`src/vncb_pkg.sv`:
```
// shared constants for the node register bank
package vncb_pkg;
  localparam logic [4:0] OFF_LOOPBACK   = 5'h00;
  localparam logic [4:0] OFF_LOCAL_CMD  = 5'h01;
  localparam logic [4:0] OFF_LOCAL_STAT = 5'h03;
  localparam logic [4:0] OFF_DMA_AM     = 5'h04;
  localparam logic [4:0] OFF_IRQ_VEC    = 5'h07;
  localparam logic [4:0] OFF_REMOTE_CMD = 5'h09;
  localparam logic [4:0] OFF_FAR_IDENT  = 5'h0D;
  localparam logic [4:0] OFF_MAP_RAM    = 5'h0F;
  localparam logic [1:0] GRP_LOCAL_NODE  = 2'h0;
  localparam logic [1:0] GRP_REMOTE_NODE = 2'h1;
  localparam logic [1:0] GRP_LOCAL_DMA   = 2'h2;
  localparam logic [1:0] GRP_REMOTE_DMA  = 2'h3;
  localparam int LB_REMOTE = 1;
  localparam int LB_LOCAL  = 0;
  localparam int LC_CLR_ERR   = 7;
  localparam int LC_CLR_INB   = 6;
  localparam int LC_SEND_OUT  = 5;
  localparam int LC_BLK_VME   = 4;
  localparam int LC_BLK_PCI   = 2;
  localparam int LS_FIBER_ERR = 7;
  localparam int LS_RBUS_ERR  = 6;
  localparam int LS_INB_DB    = 5;
  localparam int LS_TIMEOUT   = 2;
  localparam int LS_OUT_DB    = 1;
  localparam int LS_LINK_OFF  = 0;
  localparam int RC_CLR_PAR   = 7;
  localparam int RC_CLR_DB    = 6;
  localparam int RC_SEND_DB   = 5;
  localparam int RS_SEND_ACT  = 5;
  localparam int RS_PAR_ERR   = 3;
  localparam int RS_RECV_ACT  = 1;
  localparam logic [7:0] LOCAL_CMD_MASK  = 8'h34;
  localparam logic [7:0] LOOPBACK_MASK   = 8'h03;
  localparam logic [7:0] IRQ_VEC_RESET   = 8'hFF;
  localparam logic [7:0] RESET_ZERO      = 8'h00;
  // arbitrary neutral identification value
  localparam logic [7:0] FAR_IDENT_VALUE = 8'h5A;
  localparam int CLK_HZ       = 25000000;
  localparam int DMA_TMO_MS   = 16;
  localparam int REM_TMO_MS   = 30;
  localparam int DMA_TMO_CYC  = CLK_HZ / 1000 * DMA_TMO_MS;
  localparam int REM_TMO_CYC  = CLK_HZ / 1000 * REM_TMO_MS;
endpackage

```
`src/vncb_sticky.sv`:
```
// one sticky flag: set beats clear
`timescale 1ns/1ps
module vncb_sticky
(
  input  wire logic clk,
  input  wire logic rst,
  input  wire logic set,
  input  wire logic clr,
  output logic      flag
);
  logic flag_reg;
  always_ff @(posedge clk or posedge rst)
    if (rst)
      flag_reg <= 1'b0;
    else if (set)
      flag_reg <= 1'b1;
    else if (clr)
      flag_reg <= 1'b0;
  assign flag = flag_reg;
endmodule

```
`src/vncb_timer.sv`:
```
// watchdog for one pending operation
`timescale 1ns/1ps
module vncb_timer
#(
  parameter int LIMIT = 400000
)
(
  input  wire logic clk,
  input  wire logic rst,
  input  wire logic busy,
  output logic      expired
);
  logic [31:0] cnt_reg;
  logic        exp_reg;
  logic        hit;
  assign hit = busy && (cnt_reg == 32'(LIMIT - 1));
  always_ff @(posedge clk or posedge rst)
    if (rst)
    begin
      cnt_reg <= 32'h0;
      exp_reg <= 1'b0;
    end
    else
    begin
      cnt_reg <= (busy && !hit) ? cnt_reg + 32'h1 : 32'h0;
      exp_reg <= hit;
    end
  assign expired = exp_reg;
endmodule

```
`src/vncb_bank.sv`:
```
// node control and status register bank facing the backplane
// Function
// - window splits into four 8-byte groups: local, remote, local DMA, remote DMA
// - loopback bit1 steers remote window to remote reg, bit0 to local reg
// - no DMA while any loopback is enabled
// - error flags stay set until command bit 7 written one; write-only bit
// - command bit 6 clears only the incoming doorbell status flag
// - command bit 5 held one drives outgoing doorbell over cable
// - command bit 4 blocks all interrupts onto the backplane
// - command bit 2 blocks interrupts toward the far adapter
// - status bit 7 latches fiber data error until clear-errors
// - status bit 6 latches remote bus errors until clear-errors
// - status bit 5 latches incoming doorbell until command bit 6
// - status bit 2 latches DMA 16 ms or remote 30 ms timeout
// - status bit 1 shows outgoing doorbell until far side acknowledges or command bit 5 drops
// - status bit 0 shows remote power or cable off, live
// - modifier register drives bus modifier only during DMA
// - acknowledge cycle returns vector register, reset to FF
// - remote command bit 7 clears remote parity error
// - remote command bit 6 clears far doorbell toward backplane
// - remote command bit 5 raises doorbell toward far bus
// - reads at remote command offset return remote status
// - ident register returns fixed code, ignores writes
`timescale 1ns/1ps
module vncb_bank
#(
  parameter int DMA_TMO = vncb_pkg::DMA_TMO_CYC,
  parameter int REM_TMO = vncb_pkg::REM_TMO_CYC
)
(
  input  wire logic       clk,
  input  wire logic       rst,
  input  wire logic [4:0] reg_addr,
  input  wire logic       reg_wr,
  input  wire logic       reg_rd,
  input  wire logic [7:0] reg_wdata,
  output logic      [7:0] reg_rdata,
  input  wire logic       fiber_err_pin,
  input  wire logic       rbus_err_pin,
  input  wire logic       inb_doorbell_pin,
  input  wire logic       out_doorbell_ack_pin,
  input  wire logic       link_off_pin,
  input  wire logic       remote_par_err_pin,
  input  wire logic       far_doorbell_pin,
  input  wire logic       dma_busy,
  input  wire logic       remote_busy,
  input  wire logic       dma_start_req,
  output logic            dma_start_ok,
  input  wire logic       ram_window_access,
  output logic            ram_to_remote_reg,
  output logic            ram_to_local_reg,
  output logic            ram_to_pci,
  output logic      [7:0] vme_am_out,
  output logic            vme_am_drive,
  input  wire logic       vme_irq_req,
  output logic            vme_irq_out,
  input  wire logic       iack_cycle,
  output logic      [7:0] iack_vector,
  input  wire logic       pci_irq_req,
  output logic            pci_irq_out,
  output logic            out_doorbell_req,
  output logic            vme_to_pci_doorbell,
  output logic            far_card_clear_db,
  output logic            far_card_clear_par,
  output logic      [7:0] map_ram_ctl
);
  // pin synchronisers, stage one feeds stage two only
  logic [6:0] sync1_reg;
  logic [6:0] sync2_reg;
  logic [6:0] pins;
  assign pins = {far_doorbell_pin, remote_par_err_pin, link_off_pin,
                 out_doorbell_ack_pin, inb_doorbell_pin, rbus_err_pin, fiber_err_pin};
  always_ff @(posedge clk or posedge rst)
    if (rst)
    begin
      sync1_reg <= 7'h00;
      sync2_reg <= 7'h00;
    end
    else
    begin
      sync1_reg <= pins;
      sync2_reg <= sync1_reg;
    end
  logic s_fiber;
  logic s_rbus;
  logic s_inb;
  logic s_ack;
  logic s_off;
  logic s_rpar;
  logic s_fdb;
  assign {s_fdb, s_rpar, s_off, s_ack, s_inb, s_rbus, s_fiber} = sync2_reg;

  // address decode
  logic [1:0] grp;
  logic       wr_loop;
  logic       wr_lcmd;
  logic       wr_am;
  logic       wr_vec;
  logic       wr_rcmd;
  logic       wr_map;
  assign grp     = reg_addr[4:3];
  logic       node_grp;
  assign node_grp = (grp == vncb_pkg::GRP_LOCAL_NODE)
                    || (grp == vncb_pkg::GRP_REMOTE_NODE);
  assign wr_loop = reg_wr && reg_addr == vncb_pkg::OFF_LOOPBACK;
  assign wr_lcmd = reg_wr && reg_addr == vncb_pkg::OFF_LOCAL_CMD;
  assign wr_am   = reg_wr && reg_addr == vncb_pkg::OFF_DMA_AM;
  assign wr_vec  = reg_wr && reg_addr == vncb_pkg::OFF_IRQ_VEC;
  assign wr_rcmd = reg_wr && reg_addr == vncb_pkg::OFF_REMOTE_CMD;
  assign wr_map  = reg_wr && reg_addr == vncb_pkg::OFF_MAP_RAM;

  logic [7:0] loopback_reg;
  logic [7:0] lcmd_reg;
  logic [7:0] am_reg;
  logic [7:0] vec_reg;
  logic       send_db_reg;
  logic [7:0] map_reg;
  always_ff @(posedge clk or posedge rst)
    if (rst)
    begin
      loopback_reg <= vncb_pkg::RESET_ZERO;
      lcmd_reg     <= vncb_pkg::RESET_ZERO;
      am_reg       <= vncb_pkg::RESET_ZERO;
      vec_reg      <= vncb_pkg::IRQ_VEC_RESET;
      send_db_reg  <= 1'b0;
      map_reg      <= vncb_pkg::RESET_ZERO;
    end
    else
    begin
      if (wr_loop)
        loopback_reg <= reg_wdata & vncb_pkg::LOOPBACK_MASK;
      if (wr_lcmd)
        lcmd_reg <= reg_wdata & vncb_pkg::LOCAL_CMD_MASK;
      if (wr_am)
        am_reg <= reg_wdata;
      if (wr_vec)
        vec_reg <= reg_wdata;
      if (wr_rcmd)
        send_db_reg <= reg_wdata[vncb_pkg::RC_SEND_DB];
      if (wr_map)
        map_reg <= reg_wdata;
    end

  // write-only command strobes
  logic clr_err;
  logic clr_inb;
  assign clr_err = wr_lcmd && reg_wdata[vncb_pkg::LC_CLR_ERR];
  assign clr_inb = wr_lcmd && reg_wdata[vncb_pkg::LC_CLR_INB];
  assign far_card_clear_par = wr_rcmd && reg_wdata[vncb_pkg::RC_CLR_PAR];
  assign far_card_clear_db  = wr_rcmd && reg_wdata[vncb_pkg::RC_CLR_DB];

  // timeouts
  logic dma_exp;
  logic rem_exp;
  vncb_timer #(.LIMIT(DMA_TMO)) u_dma_tmo
  (
    .clk    (clk),
    .rst    (rst),
    .busy   (dma_busy),
    .expired(dma_exp)
  );
  vncb_timer #(.LIMIT(REM_TMO)) u_rem_tmo
  (
    .clk    (clk),
    .rst    (rst),
    .busy   (remote_busy),
    .expired(rem_exp)
  );

  // sticky status flags; set beats clear
  logic [3:0] st_set;
  logic [3:0] st_clr;
  logic [3:0] st_q;
  // cable down: remote attempts fail as bus errors instead of waiting out the timer
  logic link_err;
  assign link_err = s_off && (remote_busy || dma_busy);
  assign st_set = {s_fiber, s_rbus || link_err, s_inb, dma_exp || rem_exp};
  assign st_clr = {clr_err, clr_err, clr_inb, clr_err};
  genvar gi;
  generate
    for (gi = 0; gi < 4; gi++)
    begin : g_st
      vncb_sticky u_st
      (
        .clk (clk),
        .rst (rst),
        .set (st_set[gi]),
        .clr (st_clr[gi]),
        .flag(st_q[gi])
      );
    end
  endgenerate

  // outbound doorbell status active until acknowledged or command bit 5 drops; request follows command bit 5
  logic out_db_reg;
  logic send_rise;
  logic send_prev_reg;
  assign send_rise = lcmd_reg[vncb_pkg::LC_SEND_OUT] && !send_prev_reg;
  always_ff @(posedge clk or posedge rst)
    if (rst)
    begin
      out_db_reg    <= 1'b0;
      send_prev_reg <= 1'b0;
    end
    else
    begin
      send_prev_reg <= lcmd_reg[vncb_pkg::LC_SEND_OUT];
      if (send_rise)
        out_db_reg <= 1'b1;
      else if (s_ack || !lcmd_reg[vncb_pkg::LC_SEND_OUT])
        out_db_reg <= 1'b0;
    end
  assign out_doorbell_req = lcmd_reg[vncb_pkg::LC_SEND_OUT];

  logic [7:0] lstat;
  assign lstat = {st_q[3], st_q[2], st_q[1], 2'b00, st_q[0], out_db_reg, s_off};
  logic [7:0] rstat;
  assign rstat = {2'b00, send_db_reg, 1'b0, s_rpar, 1'b0, s_fdb, 1'b0};

  // read mux; unmapped offsets read zero
  logic [7:0] rd_mux;
  assign rd_mux = !node_grp                              ? vncb_pkg::RESET_ZERO :
                  (reg_addr == vncb_pkg::OFF_LOOPBACK)   ? loopback_reg :
                  (reg_addr == vncb_pkg::OFF_LOCAL_CMD)  ? lcmd_reg :
                  (reg_addr == vncb_pkg::OFF_LOCAL_STAT) ? lstat :
                  (reg_addr == vncb_pkg::OFF_DMA_AM)     ? am_reg :
                  (reg_addr == vncb_pkg::OFF_IRQ_VEC)    ? vec_reg :
                  (reg_addr == vncb_pkg::OFF_REMOTE_CMD) ? rstat :
                  (reg_addr == vncb_pkg::OFF_FAR_IDENT)  ? vncb_pkg::FAR_IDENT_VALUE :
                  (reg_addr == vncb_pkg::OFF_MAP_RAM)    ? map_reg :
                  vncb_pkg::RESET_ZERO;
  logic [7:0] rdata_reg;
  always_ff @(posedge clk or posedge rst)
    if (rst)
      rdata_reg <= 8'h00;
    else if (reg_rd)
      rdata_reg <= rd_mux;
  assign reg_rdata = rdata_reg;

  // loopback steering
  logic any_loop;
  assign any_loop = loopback_reg[vncb_pkg::LB_REMOTE] || loopback_reg[vncb_pkg::LB_LOCAL];
  assign ram_to_remote_reg = ram_window_access && loopback_reg[vncb_pkg::LB_REMOTE];
  assign ram_to_local_reg  = ram_window_access && !loopback_reg[vncb_pkg::LB_REMOTE]
                             && loopback_reg[vncb_pkg::LB_LOCAL];
  assign ram_to_pci        = ram_window_access && !any_loop;
  assign dma_start_ok      = dma_start_req && !any_loop;

  // bus modifier and interrupt gating
  // enable lags busy together with the code, so a driven modifier is never a stale zero
  logic [7:0] am_q;
  logic       am_drv_q;
  logic [7:0] vec_q;
  always_ff @(posedge clk or posedge rst)
    if (rst)
    begin
      am_q     <= 8'h00;
      am_drv_q <= 1'b0;
      vec_q    <= 8'h00;
    end
    else
    begin
      am_q     <= dma_busy ? am_reg : 8'h00;
      am_drv_q <= dma_busy;
      vec_q    <= iack_cycle ? vec_reg : 8'h00;
    end
  assign vme_am_out   = am_q;
  assign vme_am_drive = am_drv_q;
  assign iack_vector  = vec_q;
  assign vme_irq_out  = vme_irq_req && !lcmd_reg[vncb_pkg::LC_BLK_VME];
  assign pci_irq_out  = pci_irq_req && !lcmd_reg[vncb_pkg::LC_BLK_PCI];
  assign vme_to_pci_doorbell = send_db_reg;
  assign map_ram_ctl  = map_reg;

  // checks
  a_err_sticky: assert property (@(posedge clk) disable iff (rst)
    st_q[3] && !clr_err |=> st_q[3]) else $error("fiber error flag dropped");
  a_clr_err: assert property (@(posedge clk) disable iff (rst)
    clr_err && !s_fiber |=> !st_q[3]) else $error("clear errors failed");
  a_rbus_set: assert property (@(posedge clk) disable iff (rst)
    s_rbus |=> st_q[2]) else $error("bus error not latched");
  a_inb_clear: assert property (@(posedge clk) disable iff (rst)
    clr_inb && !s_inb |=> !st_q[1]) else $error("doorbell not cleared");
  a_vme_block: assert property (@(posedge clk) disable iff (rst)
    lcmd_reg[vncb_pkg::LC_BLK_VME] |-> !vme_irq_out) else $error("backplane irq leak");
  a_pci_block: assert property (@(posedge clk) disable iff (rst)
    lcmd_reg[vncb_pkg::LC_BLK_PCI] |-> !pci_irq_out) else $error("far irq leak");
  a_dma_loop: assert property (@(posedge clk) disable iff (rst)
    any_loop |-> !dma_start_ok) else $error("dma in loopback");
  a_am_drive: assert property (@(posedge clk) disable iff (rst)
    !$past(dma_busy) |-> vme_am_out == 8'h00) else $error("modifier outside dma");
  a_rstat_send: assert property (@(posedge clk) disable iff (rst)
    rstat[vncb_pkg::RS_SEND_ACT] == vme_to_pci_doorbell) else $error("status mismatch");
  a_iack_vec: assert property (@(posedge clk) disable iff (rst)
    iack_cycle |=> iack_vector == $past(vec_reg)) else $error("wrong vector");
  c_clear_err: cover property (@(posedge clk) disable iff (rst) st_q[3] ##1 clr_err);
  c_doorbell:  cover property (@(posedge clk) disable iff (rst) send_rise ##[1:20] s_ack);
  c_timeout:   cover property (@(posedge clk) disable iff (rst) dma_exp);
  c_loopback:  cover property (@(posedge clk) disable iff (rst) ram_to_remote_reg);
  c_link_err:  cover property (@(posedge clk) disable iff (rst) link_err);
  // status flag checks
  a_fiber_set: assert property (@(posedge clk) disable iff (rst)
    s_fiber |=> st_q[3]) else $error("fiber error not latched");
  a_rbus_sticky: assert property (@(posedge clk) disable iff (rst)
    st_q[2] && !clr_err |=> st_q[2]) else $error("bus error flag dropped");
  a_inb_sticky: assert property (@(posedge clk) disable iff (rst)
    st_q[1] && !clr_inb |=> st_q[1]) else $error("doorbell flag dropped");
  a_tmo_set: assert property (@(posedge clk) disable iff (rst)
    dma_exp || rem_exp |=> st_q[0]) else $error("timeout not latched");
  a_tmo_sticky: assert property (@(posedge clk) disable iff (rst)
    st_q[0] && !clr_err |=> st_q[0]) else $error("timeout flag dropped");
  a_link_err: assert property (@(posedge clk) disable iff (rst)
    link_err |=> st_q[2]) else $error("cable down access not flagged");
  a_out_db_set: assert property (@(posedge clk) disable iff (rst)
    send_rise |=> out_db_reg) else $error("outgoing doorbell not shown");
  a_out_db_ack: assert property (@(posedge clk) disable iff (rst)
    s_ack && !send_rise |=> !out_db_reg) else $error("doorbell ack ignored");
  // steering, read path and output checks
  a_loop_remote: assert property (@(posedge clk) disable iff (rst)
    ram_window_access && loopback_reg[vncb_pkg::LB_REMOTE] |-> ram_to_remote_reg
    && !ram_to_local_reg && !ram_to_pci) else $error("remote loopback misrouted");
  a_pci_path: assert property (@(posedge clk) disable iff (rst)
    ram_to_pci |-> !ram_to_remote_reg && !ram_to_local_reg) else $error("double target");
  a_dma_free: assert property (@(posedge clk) disable iff (rst)
    dma_start_req && !any_loop |-> dma_start_ok) else $error("dma start refused");
  a_vme_pass: assert property (@(posedge clk) disable iff (rst)
    vme_irq_req && !lcmd_reg[vncb_pkg::LC_BLK_VME] |-> vme_irq_out) else $error("irq lost");
  a_ident_read: assert property (@(posedge clk) disable iff (rst)
    reg_rd && reg_addr == vncb_pkg::OFF_FAR_IDENT |=> reg_rdata == vncb_pkg::FAR_IDENT_VALUE)
    else $error("wrong ident");
  a_rsvd_zero: assert property (@(posedge clk) disable iff (rst)
    reg_rd && !node_grp |=> reg_rdata == vncb_pkg::RESET_ZERO) else $error("reserved read");
  a_rstat_read: assert property (@(posedge clk) disable iff (rst)
    reg_rd && reg_addr == vncb_pkg::OFF_REMOTE_CMD |=> reg_rdata == $past(rstat))
    else $error("remote status read");
  a_am_value: assert property (@(posedge clk) disable iff (rst)
    $past(dma_busy) |-> vme_am_drive && vme_am_out == $past(am_reg)) else $error("bad modifier");
  a_vec_idle: assert property (@(posedge clk) disable iff (rst)
    !iack_cycle |=> iack_vector == 8'h00) else $error("vector outside acknowledge");
  a_send_write: assert property (@(posedge clk) disable iff (rst)
    wr_rcmd && reg_wdata[vncb_pkg::RC_SEND_DB] |=> vme_to_pci_doorbell)
    else $error("remote doorbell not written");
endmodule

```
`config.mk`:
```
export PLATFORM = sky130hd
export DESIGN_NAME = vncb_bank
export DESIGN_NICKNAME = d
export VERILOG_FILES = /design/src/vncb_pkg.sv /design/src/vncb_sticky.sv /design/src/vncb_timer.sv /design/src/vncb_bank.sv
export SDC_FILE = /design/constraint.sdc
export NUM_CORES = 1
export LEC_CHECK = 0
export BUFFER_PORTS_ARGS = -buffer_cell sky130_fd_sc_hd__buf_2
export CELL_PAD_IN_SITES_DETAIL_PLACEMENT = 2
export CELL_PAD_IN_SITES_GLOBAL_PLACEMENT = 2
export CORE_UTILIZATION = 25
export CTS_CLUSTER_DIAMETER = 50
export DETAILED_ROUTE_END_ITERATION = 8
export HOLD_SLACK_MARGIN = 0.15
export PLACE_DENSITY_LB_ADDON = 0.1
export SLEW_MARGIN = 40
export SYNTH_ARGS = -nofsm -noshare
export SYNTH_HDL_FRONTEND = slang
export SYNTH_HIERARCHICAL = 1
export SYNTH_SLANG_ARGS = --single-unit
```
`constraint.sdc`:
```
create_clock -name clk -period 3.6 [get_ports clk]
set_input_delay 0.36 -clock clk [delete_from_list [all_inputs] [get_ports clk]]
set_output_delay 0.36 -clock clk [all_outputs]
set_load 0.005 [all_outputs]
```
### Word-level counts from Yosys, hierarchy flattened

Index checks and enable logic that the tools add are counted.

* register bits after elaboration: 141
* bits in latches: 0
* bits in writable memories: 0
* memory bits (read-only): 0
* input bits: 31
* output and inout port bits: 43
* logic and storage cells: 99
* memories kept: 0

* add/subtract/negate cells: 2
* multiply operators: 0
* div/mod/pow operators: 0
* $lt $le $gt $ge: 0
* equality and inequality tests: 10
* shifts and indexed selects: 0
* mux-type cells: 21
* bitwise gates (word level): 0
* reductions and logical operators: 44

Operators with widths (number)
* two-way mux 8 bit: 11
* adder 32 x 1 -> 32 bit (second input constant): 2
* two-way mux 32 bit: 2
* equality test 32 x 19 -> 1 bit (second input constant): 1
* equality test 32 x 20 -> 1 bit (second input constant): 1
* logical AND 1 bit: 23
* equality test 5 x 4 -> 1 bit (second input constant): 3
* equality test 5 x 3 -> 1 bit (second input constant): 2
* nonzero test 2 bit: 5
* zero test 1 bit: 8
* two-way mux 1 bit: 8
* logical OR 1 bit: 6
* equality test 5 x 1 -> 1 bit (second input constant): 1
* equality test 5 x 2 -> 1 bit (second input constant): 1
* zero test 5 bit: 1
* equality test 2 x 1 -> 1 bit (second input constant): 1
* zero test 2 bit: 1

### Logic depth before layout (Yosys ltp)

Gate-level depths: netlist of run 1.

* depth after elaboration: 10
* gate-level depth with buffers: 7
* gate-level depth less buffers: 5

### Cells and area by module

Netlist of run 1, hierarchy kept.

By module, submodules not included
* vncb_bank: instances 1, cells each 245, area an instance 3045.4 µm², seq. area each 1786.7 µm²
* vncb_timer (u_rem_tmo): instances 1, cells each 189, area an instance 1799.2 µm², seq. area each 825.8 µm²
* vncb_timer (u_dma_tmo): instances 1, cells each 186, area an instance 1760.4 µm², seq. area each 825.8 µm²
* vncb_sticky: instances 4, cells each 4, area an instance 40.0 µm², seq. area each 25.0 µm²

### Worst setup path before layout of run 1

No wires, ideal clock.

* path type: register to register
* start point: register u_dma_tmo.cnt_reg[0]
* end point: register u_dma_tmo.cnt_reg[24]
* setup time: 78 ps
* data arrival time: 1861 ps
* required time: 3522 ps
* slack: 1661 ps
* cell stages (with the launch flop): 7
* path buffers: 1
* clock period less this slack: 1939 ps
* path through: dfrtp_1 -> ha_1 -> nand3_1 -> or3b_1 -> buf_2 -> or4_1 -> a21oi_1

* word-level cells in the longest chain between the ends: 5
* elaborated cells on any way between the ends: 6
* classes of those cells: add/sub: 1; eq/ne: 1; mux: 1; reduce/logical: 3

Ends and longest elaborated chain
* start: declaration: line vncb_timer.sv:13 `logic [31:0] cnt_reg;`
* start signal: assignment: line vncb_timer.sv:25 `cnt_reg <= (busy && !hit) ? cnt_reg + 32'h1 : 32'h0;`
* parallel branches: the longest is 4 deep, another holds adder 32 x 1 -> 32 bit
* two-way mux 32 bit *: line vncb_timer.sv:25

Mark *: on every way between the ends.
A chain may end at the register's enable or synchronous reset.

### Worst setup path after layout of run 1

* start point: register u_dma_tmo.cnt_reg[0]
* end point: register u_dma_tmo.cnt_reg[22]

Same word-level chain as after synthesis.

==> results of run 1 <==
[critical path: cells and delay by family (launching register included)]
kind | cells | cell delay (ns)
flip-flops | 1 | 0.41
AO/OA/AOI/OAI | 1 | 0.19
adder cells (fa/ha/maj) | 1 | 0.26
AND/OR/NAND/NOR | 3 | 1.44
[layout by cell type (no fill, tap or decap), types with 5 or more instances in the layout]
master,Yosys,layout
inv_1,23,22
nor2_1,45,45
clkbuf_16,0,17
nor3_1,6,6
dlygate4sd3_1,0,8
nand4_1,30,30
clkinv_2,0,5
buf_2,11,73
o31ai_1,24,24
nor4_1,15,15
or4_1,21,21
or3_1,10,10
nor2b_1,10,10
xor2_1,10,10
nand2_1,22,22
and2_1,25,25
a21oi_1,42,42
and3_1,12,12
dfstp_2,8,8
nand2b_1,9,9
a21o_1,6,6
dfrtp_1,133,133
xnor2_1,17,17
o21ai_0,20,19
nand3_1,20,20
mux2_2,28,28
[per-layer routing]
metal  part of all wire [%]  routed length, µm
met5                      0                  0
met1                     46               9714
met2                     50              10550
met3                    3.0                637
met4                   0.90                190
[path summary, 6_finish.rpt]
kind / end / slack, ns / cells past startpoint
setup / recovery: u_dma_tmo/cnt_reg[22] / 1.22 / 5
hold / removal: vec_reg[3] / 0.22 / 2
setup reg to reg: u_dma_tmo/cnt_reg[22] / 1.22 / 5
hold reg to reg: sync2_reg[0] / 0.34 / 0
max in group asynchronous: vec_reg[2] / 2.18 / 4
min in group asynchronous: g_st[2].u_st/flag / 0.43 / 3
[cells by family (layout without fill, tap and decap cells)]
logic type,count (synthesis),after routing,share of synthesized area (%)
XOR/XNOR,27,27,3.495
flip-flops,141,141,52.30
adder cells (fa/ha/maj),2,2,0.3698
multiplexers,31,31,5.141
buffers and inverters,50,141,3.329
AO/OA/AOI/OAI,119,119,11.21
AND/OR/NAND/NOR,266,266,24.15
[per-stage QoR]
stage	hold slack (ns)	power, µW	utilization, %
floorplan	0.08871	1976	-
global placement	0.2802	2143	28.43
detailed placement	0.2994	2159	28.43
CTS	0.1949	3830	30.75
global route	0.2025	3928	30.75
finish	0.2155	3743	30.75
[cell type report]
| cell class | count | area [µm²] | area share [%] |
|---|---|---|---|
| clock buffers | 18 | 429.2 | 5.311 |
| clock inverters | 14 | 98.84 | 1.223 |
| inverters | 23 | 86.33 | 1.068 |
| multi-input cells | 445 | 3013 | 37.29 |
| flip-flops and latches | 141 | 3538 | 43.79 |
| well taps | 335 | 419.2 | 5.187 |
| repair buffers | 86 | 495.5 | 6.132 |
[timing repair]
action,4_1_cts,5_1_grt
endpoints found under the hold margin,42,0
hold buffers,8,0
endpoints found under the setup margin,0,0
[power by group through the flow]
stage                     clock, µW  combinational (µW)  sequential [µW]
after global routing           1750                 368             1810
final                          1620                 328             1790
after global placement            0                 323             1820
after floorplan                   0                 184             1790
after CTS                      1690                 340             1800
after detailed placement          0                 332             1830
==> results.toml, run 1 <==
[run_status]
status = "complete, but fails checks"
failed_checks = "design-rule violations"

[synthesis]
syn-num-nets = 669
yosysWarnings = 6
synthMostInstantiatedCell = "dfrtp_1"
ys_ff_latch = 141
yosysSeqAreaShare_pct = 52.30
async_flop_share_pct = 100.0
synth_top_cell_by_area = "dfrtp_1"
synth_cell_types = 70
synth_common_cells = "133 x dfrtp_1, 45 x nor2_1, 42 x a21oi_1"
synth_ff_type = "dfrtp_1"
synth.area.top_cells = "dfrtp_1 49%, mux2_2 4.7%, a21oi_1 3.1%, dfstp_2 3.1%, nand4_1 2.8%"
synth-edff-count = 0
post_synth_inst_count = 636
synth_top_area_share_pct = 49.20
avgSynthCellArea_um2 = 10.64
syn-cell-area_um2 = 6765

[global_route]
grt_max_degree = 46
grt_first_pass_wirelength_mm = 34.38
use_met3_pct = 3.066
grt_pass1_vias = 6023
use_met2_pct = 27.69
use_met1_pct = 20.40
grt_antenna_before_repair = 0
grt_overflow_total = 0
grtUsageTotal_pct = 15.97
busiest_layer = "met2"

[power_and_ir_drop]
net-switching-power_uw = 1002
seqPwrFrac_pct = 47.9
power_frac_comb_pct = 8.8
p_clk_share_pct = 43.3
power.internal_uw = 2741
p_per_area_nw_per_um2 = 463.3
ir_drop_mv = 0.2427
swShare_pct = 26.78
p_leak_uw = 0.003430

[timing]
layout_setup_ws_ns = 1.218
finalHoldViolCount = 0
rsz0062_at_grt = "false"
min_period_over_period_pct = 66.18
finalCriticalPeriod_ns = 2.382
tightest_slew_ns = 0.6397
maxSlewHeadroom_pct = 57.29
final_max_slew_viol_count = 0
fmax_ghz = 0.4198
finalClockSkew_ns = 0.01512
setup_viol = 0
fin_tns_setup_ns = 0

[routing]
drtPass1Iterations = 6
wl_per_cell_um = 19.86
drc = 11
antenna_left = 0
viasPerCell = 5.087
num_vias = 5402
routed_wl_mm = 21.09
drt-initial-drc-count = 260

[clock_tree]
post_cts_resize_count = 0
root_buffer = "clkbuf_16"
cts_setup_buffers = 0
clock_sinks = 141
clk_path_buf_depth = 2
clock_latency_ns = 0.43
cts_buffers = 17
cts_tree = "built"
clk_pin_slew_ns = 0.06
htreeDepth = 4

[floorplan]
die_w_um = 166.5
core-area_um2 = 26280
row_count = 59
die_area_um2 = 27720
start_util_pct = 25.74
ios = 74
die_h_um = 166.5

[setup_path]
slowest_stage = "or3b_1"
r2r_start = "u_dma_tmo/cnt_reg[0]"
crit_path_start_kind = "register"
startpoint = "u_dma_tmo/cnt_reg[0]"
crit_chain = "ha_1 > nand3_1 > or3b_1 > or4_1 > a21oi_1"
end_kind = "register"
crit_fanout = 16
slowest_delay_ns = 0.66
arrival_ns = 2.72
worstPathRequired_ns = 3.94
criticalPathCategory = "reg -> reg"

[hold_path]
min-delay-start = "reg_wdata[3]"
min_path_type = "in -> reg"

[placed_design]
numPortBuffers = 73
place_ws_ns = 1.204
dp_hpwl_mm = 15.30
place.gp.congestion = 0.7566
place_area_um2 = 7472
dpl.cell_count = 1022

[finish]
fillCellCount = 2892
nNetsFinal = 747
instances_no_fill = 1062
antennaDiodeCount = 0
stdcell_area_um2 = 8080
syn_to_final_growth_pct = 19.44
drive_above_1_share_pct = 23.80

[run]
max_cap_viol_count = 0
Power figures use the tool's default switching activity.
==> run 2, diff against run 1 <==
==> constraint.sdc (replaced) <==
create_clock -name clk -period 2.2 [get_ports clk]
set_input_delay 0.22 -clock clk [delete_from_list [all_inputs] [get_ports clk]]
set_output_delay 0.22 -clock clk [all_outputs]
set_load 0.005 [all_outputs]
==> run 2 against run 1 <==
The run still ends with design-rule violations left. Core utilization grew 1.2 points. Sequential share of layout area shrank 1.6 points. Non-clock buffer count grew 29. Clock skew grew 0.00078 ns. Sequential cell count is the same. Die area is the same. First-iteration DRC count shrank 22%. Setup slack lost 1.1 ns.
==> results.toml, run 2 (synthesis results as in run 1) <==
[run_status]
status = "complete, but fails checks"
failed_checks = "design-rule violations"

[clock_tree]
clock_sinks = 141
cts_buffers = 17
cts_setup_buffers = 0
cts_tree = "built"
clk_pin_slew_ns = 0.06
clk_path_buf_depth = 2
htreeDepth = 4
root_buffer = "clkbuf_16"
clock_latency_ns = 0.42

[timing]
setup_viol = 0
rsz0062_at_grt = "false"
final_max_slew_viol_count = 0
finalClockSkew_ns = 0.01590
maxSlewHeadroom_pct = 62.96
finalHoldViolCount = 0
tightest_slew_ns = 0.5514
holdWs_ns = 0.1720
min_period_over_period_pct = 93.61
finalCriticalPeriod_ns = 2.059
fin_tns_setup_ns = 0
fmax_ghz = 0.4856

[finish]
drive_above_1_share_pct = 25.53
multi_input_area_um2 = 3015
final_common_cell = "dfrtp_1"
nNetsFinal = 776
register_area_um2 = 3538
syn_to_final_growth_pct = 24.01
layout_common_cells = "133 x dfrtp_1, 73 x buf_2, 45 x nor2_1, 42 x a21oi_1, 30 x nand4_1"
fillCellCount = 2892
antennaDiodeCount = 0
utilization_pct = 31.92

[routing]
drt-initial-drc-count = 204
wl_per_cell_um = 19.57
viasPerCell = 5.047
routed_wl_mm = 21.35
antenna_left = 0
drc = 11
drtPass1Iterations = 6
num_vias = 5506

[placed_design]
dp_hpwl_mm = 15.40
numPortBuffers = 73
place.gp.congestion = 0.7685

[setup_path]
crit_path_start_kind = "register"
criticalPathCategory = "reg -> reg"
r2r_start = "u_dma_tmo/cnt_reg[0]"
ff2ff_setup_slack_ns = 0.14
worstPathRequired_ns = 2.54
startpoint = "u_dma_tmo/cnt_reg[0]"
arrival_ns = 2.39
worstReg2RegEnd = "u_dma_tmo/cnt_reg[24]"
crit_fanout = 11
end_kind = "register"
ff2ff_path_depth = 5

[power_and_ir_drop]
p_per_area_nw_per_um2 = 758.3
ir_drop_mv = 0.4304
p_leak_uw = 0.003595

[run]
max_cap_viol_count = 0

[global_route]
grt_pass1_vias = 6200
grt_first_pass_wirelength_mm = 35.20
grtUsageTotal_pct = 16.22
grt_overflow_total = 0
grt_max_degree = 46
grt_antenna_before_repair = 0

[floorplan]
die_w_um = 166.5
die_area_um2 = 27720
row_count = 59
start_util_pct = 25.74
ios = 74
die_h_um = 166.5
core-area_um2 = 26280

[hold_path]
hold_depth = 2
min_to = "vec_reg[6]"
min-delay-start = "reg_wdata[6]"
min_path_type = "in -> reg"
-- run 2: cell types whose count changed in the layout (fill, tap and decap cells not counted) --
cell	before	now
or3b_4	0	1
clkinvlp_4	4	3
buf_4	4	21
clkinv_2	5	4
bufinv_16	0	2
or3b_1	1	0
buf_6	0	1
buf_12	1	2
dlygate4sd3_1	8	18
-- run 2: cell type report --
cell class | instances | area share [%]
clock buffer | 18 | 5.116
tap | 335 | 4.996
timing repair buffer | 115 | 8.993
sequential | 141 | 42.18
multi-input combinational | 445 | 35.94
inverter | 23 | 1.029
clock inverter | 14 | 1.745
-- run 2: layer usage --
metal | share of wire [%] | wire length [µm] | track usage [%]
met2 | 50 | 10580 | 27.99
met5 | 0 | 0 | 0
met1 | 47 | 9978 | 20.92
met4 | 0.82 | 176 | 3.382
met3 | 2.9 | 613 | 3.303
-- run 2: what timing repair did --
| item | 4_1_cts | 5_1_grt |
|---|---|---|
| setup endpoints to repair | 0 | 10 |
| endpoints found under the hold margin | 173 | 0 |
| hold buffers | 18 | 0 |
| gates resized for setup | 0 | 2 |
-- run 2: worst max path at each step --
stage	endpoint	slack [ns]	cells after the start
after detailed placement	u_dma_tmo/cnt_reg[24]	0.02	5
after global routing	u_dma_tmo/cnt_reg[24]	0.004	5
after global placement	u_dma_tmo/cnt_reg[22]	0.17	5
after CTS	u_dma_tmo/cnt_reg[24]	0.009	5
final	u_dma_tmo/cnt_reg[24]	0.14	5
after floorplan	am_reg[0]	0.20	1
-- run 2: power by group --
group / switching, µW / leakage [µW] / internal, µW / total (µW)
Clock: 1190 / 0.000276 / 1670 / 2860
Sequential: 144 / 0.00185 / 2790 / 2940
Combinational: 288 / 0.00147 / 275 / 563
Total: 1620 / 0.00360 / 4740 / 6360
-- run 2: worst max-delay path, cell delays in order (launching register included) --
cell and delay [ns]:
dfrtp_1 0.40, ha_1 0.26, nand3_1 0.12, or3b_4 0.49, or4_1 0.53, a21oi_1 0.18
-- run 2: stage by stage --
| step | worst slack (ns) | power [µW] | cells | area (µm²) |
|---|---|---|---|---|
| floorplan | 0.1967 | 3234 | 636 | 6765 |
| global placement | 0.1671 | 3519 | 1041 | 7627 |
| detailed placement | 0.02436 | 3542 | 1041 | 7627 |
| CTS | 0.009430 | 6495 | 1091 | 8383 |
| global route | 0.003580 | 6659 | 1091 | 8389 |
| finish | 0.1407 | 6361 | 1091 | 8389 |
==> run 3, diff against run 2 <==
--- a/config.mk
+++ b/config.mk
@@ -6,13 +6,11 @@
 export NUM_CORES = 1
 export LEC_CHECK = 0
 export BUFFER_PORTS_ARGS = -buffer_cell sky130_fd_sc_hd__buf_2
-export CELL_PAD_IN_SITES_DETAIL_PLACEMENT = 2
-export CELL_PAD_IN_SITES_GLOBAL_PLACEMENT = 2
 export CORE_UTILIZATION = 25
 export CTS_CLUSTER_DIAMETER = 50
 export DETAILED_ROUTE_END_ITERATION = 8
 export HOLD_SLACK_MARGIN = 0.15
-export PLACE_DENSITY_LB_ADDON = 0.1
+export REMOVE_ABC_BUFFERS = 1
 export SLEW_MARGIN = 40
 export SYNTH_ARGS = -nofsm -noshare
 export SYNTH_HDL_FRONTEND = slang
==> run 3 against run 2 <==
The flow still finishes with violations (design-rule violations). Maximum frequency down 0.11%. Global-route usage decreased by 4.0 points. Clock power rose by 3%. Register-to-register slack barely moved. Sequential cell count unchanged. Sequential share of layout area about the same. Final area about the same. Non-clock buffer count is 7 lower. Routed wire length is 22% lower. Critical path depth unchanged. Critical path type unchanged.
==> results.toml, run 3 (synthesis results as in run 1) <==
[floorplan]
die_h_um = 166.5
row_count = 59
ios = 74
die_area_um2 = 27720
die_w_um = 166.5
start_util_pct = 25.74
core-area_um2 = 26280

[timing]
finalCriticalPeriod_ns = 2.062
layout_setup_ws_ns = 0.1384
finalHoldViolCount = 0
tightest_slew_ns = 0.6705
rsz0062_at_grt = "false"
setup_viol = 0
min_period_over_period_pct = 93.71
final_max_slew_viol_count = 0
fmax_ghz = 0.4851
finalClockSkew_ns = 0.01010
maxSlewHeadroom_pct = 54.89

[routing]
routed_wl_mm = 16.64
viasPerCell = 4.967
antenna_left = 0
num_vias = 5384
wl_per_cell_um = 15.35
drc = 4
drtPass1Iterations = 7
drt-initial-drc-count = 372

[global_route]
grt_overflow_total = 0
grtUsageTotal_pct = 12.26
grt_max_degree = 34
grt_antenna_before_repair = 0
grt_pass1_vias = 5103
grt_first_pass_wirelength_mm = 27.37

[clock_tree]
clk_path_buf_depth = 2
cts_buffers = 17
clock_latency_ns = 0.42
root_buffer = "clkbuf_16"
htreeDepth = 4
clk_pin_slew_ns = 0.06
clock_sinks = 141
cts_tree = "built"

[finish]
instances_no_fill = 1084
syn_to_final_growth_pct = 23.97
drive_above_1_share_pct = 24.97
utilization_pct = 31.91
nNetsFinal = 769
antennaDiodeCount = 0
final_common_cell = "dfrtp_1"
layout_common_cells = "133 x dfrtp_1, 73 x buf_2, 45 x nor2_1, 42 x a21oi_1, 30 x nand4_1"

[setup_path]
crit_fanout = 12
worstPathRequired_ns = 2.54
slowest_delay_ns = 0.49
arrival_ns = 2.40
crit_chain = "and3_1 > nand4_2 > buf_4 > or4_1 > a21oi_1"
end_kind = "register"
criticalPathCategory = "reg -> reg"
crit_path_start_kind = "register"
slowest_stage = "or4_1"

[placed_design]
place_ws_ns = 0.04122
numPortBuffers = 73
dpl.cell_count = 1034
dp_hpwl_mm = 11.99
place.gp.congestion = 0.8265

[power_and_ir_drop]
p_leak_uw = 0.003597
ir_drop_mv = 0.4005
total_power_uw = 6412
p_per_area_nw_per_um2 = 764.6

[run]
max_cap_viol_count = 0

[run_status]
status = "complete, but fails checks"
failed_checks = "design-rule violations"

[hold_path]
min_path_type = "in -> reg"
[run 3: cell types whose count changed in the layout (fill, tap and decap cells not counted), sizes merged]
cell      previous run  this run
inv                 24        23
clkinvlp             3         2
bufinv               2         3
clkinv               8         5
clkbuf              18        22
buf                 97        90
[run 3: path summary, 6_finish.rpt]
check / depth (start not counted) / endpoint / from / slack [ns]
max reg2reg: 5 / u_rem_tmo/cnt_reg[26] / u_rem_tmo/cnt_reg[9] / 0.14
min: 2 / vec_reg[7] / reg_wdata[7] / 0.18
max in group asynchronous: 4 / vec_reg[0] / rst / 1.07
min in group asynchronous: 3 / g_st[2].u_st/flag / rst / 0.28
max: 5 / u_rem_tmo/cnt_reg[26] / u_rem_tmo/cnt_reg[9] / 0.14
min reg2reg: 0 / sync2_reg[3] / sync1_reg[3] / 0.34
[run 3: layout make-up]
type | count | area (µm²)
sequential | 141 | 3538
multi-input combinational | 445 | 3033
fill | 2729 | 17890
inverter | 23 | 86.33
clock buffer | 22 | 474.2
clock inverter | 10 | 137.6
tap | 335 | 419.2
timing repair buffer | 108 | 698.2
[run 3: report_power, final]
group	switching, µW	internal (µW)	total, µW	leakage [µW]
registers	138	2790	2930	0.00185
clock network	1070	1870	2940	0.000296
logic	269	274	543	0.00145
[run 3: stage by stage]
stage	cell area [µm²]	hold WS, ns	setup TNS, ns
finish	8387	0.1760	0
global route	8387	0.1688	0
CTS	8367	0.1554	0
detailed placement	7575	0.1532	0
global placement	7575	0.1542	0
floorplan	6626	-0.05129	-62.05
[run 3: metal layers]
layer | track usage (%) | up-vias | wire, µm
met5 | 0 | - | 0
met4 | 2.939 | 0 | 154
met3 | 2.733 | 15 | 744
met2 | 19.47 | 128 | 7827
met1 | 16.89 | 2689 | 7912
li1 | - | 2552 | -
[run 3: worst max-delay path: cells and delay by family (launching register included)]
family	cells	cell delay (ns)
compound gates	1	0.15
flops	1	0.47
simple gates	3	1.09
buf+inv	1	0.27
[run 3: what timing repair did]
action / in CTS / in global routing
setup endpoints to repair: 0 / 25
resized for setup: 0 / 3
hold buffers: 18 / 0
hold endpoints to repair: 117 / 0
setup buffers: 0 / 0
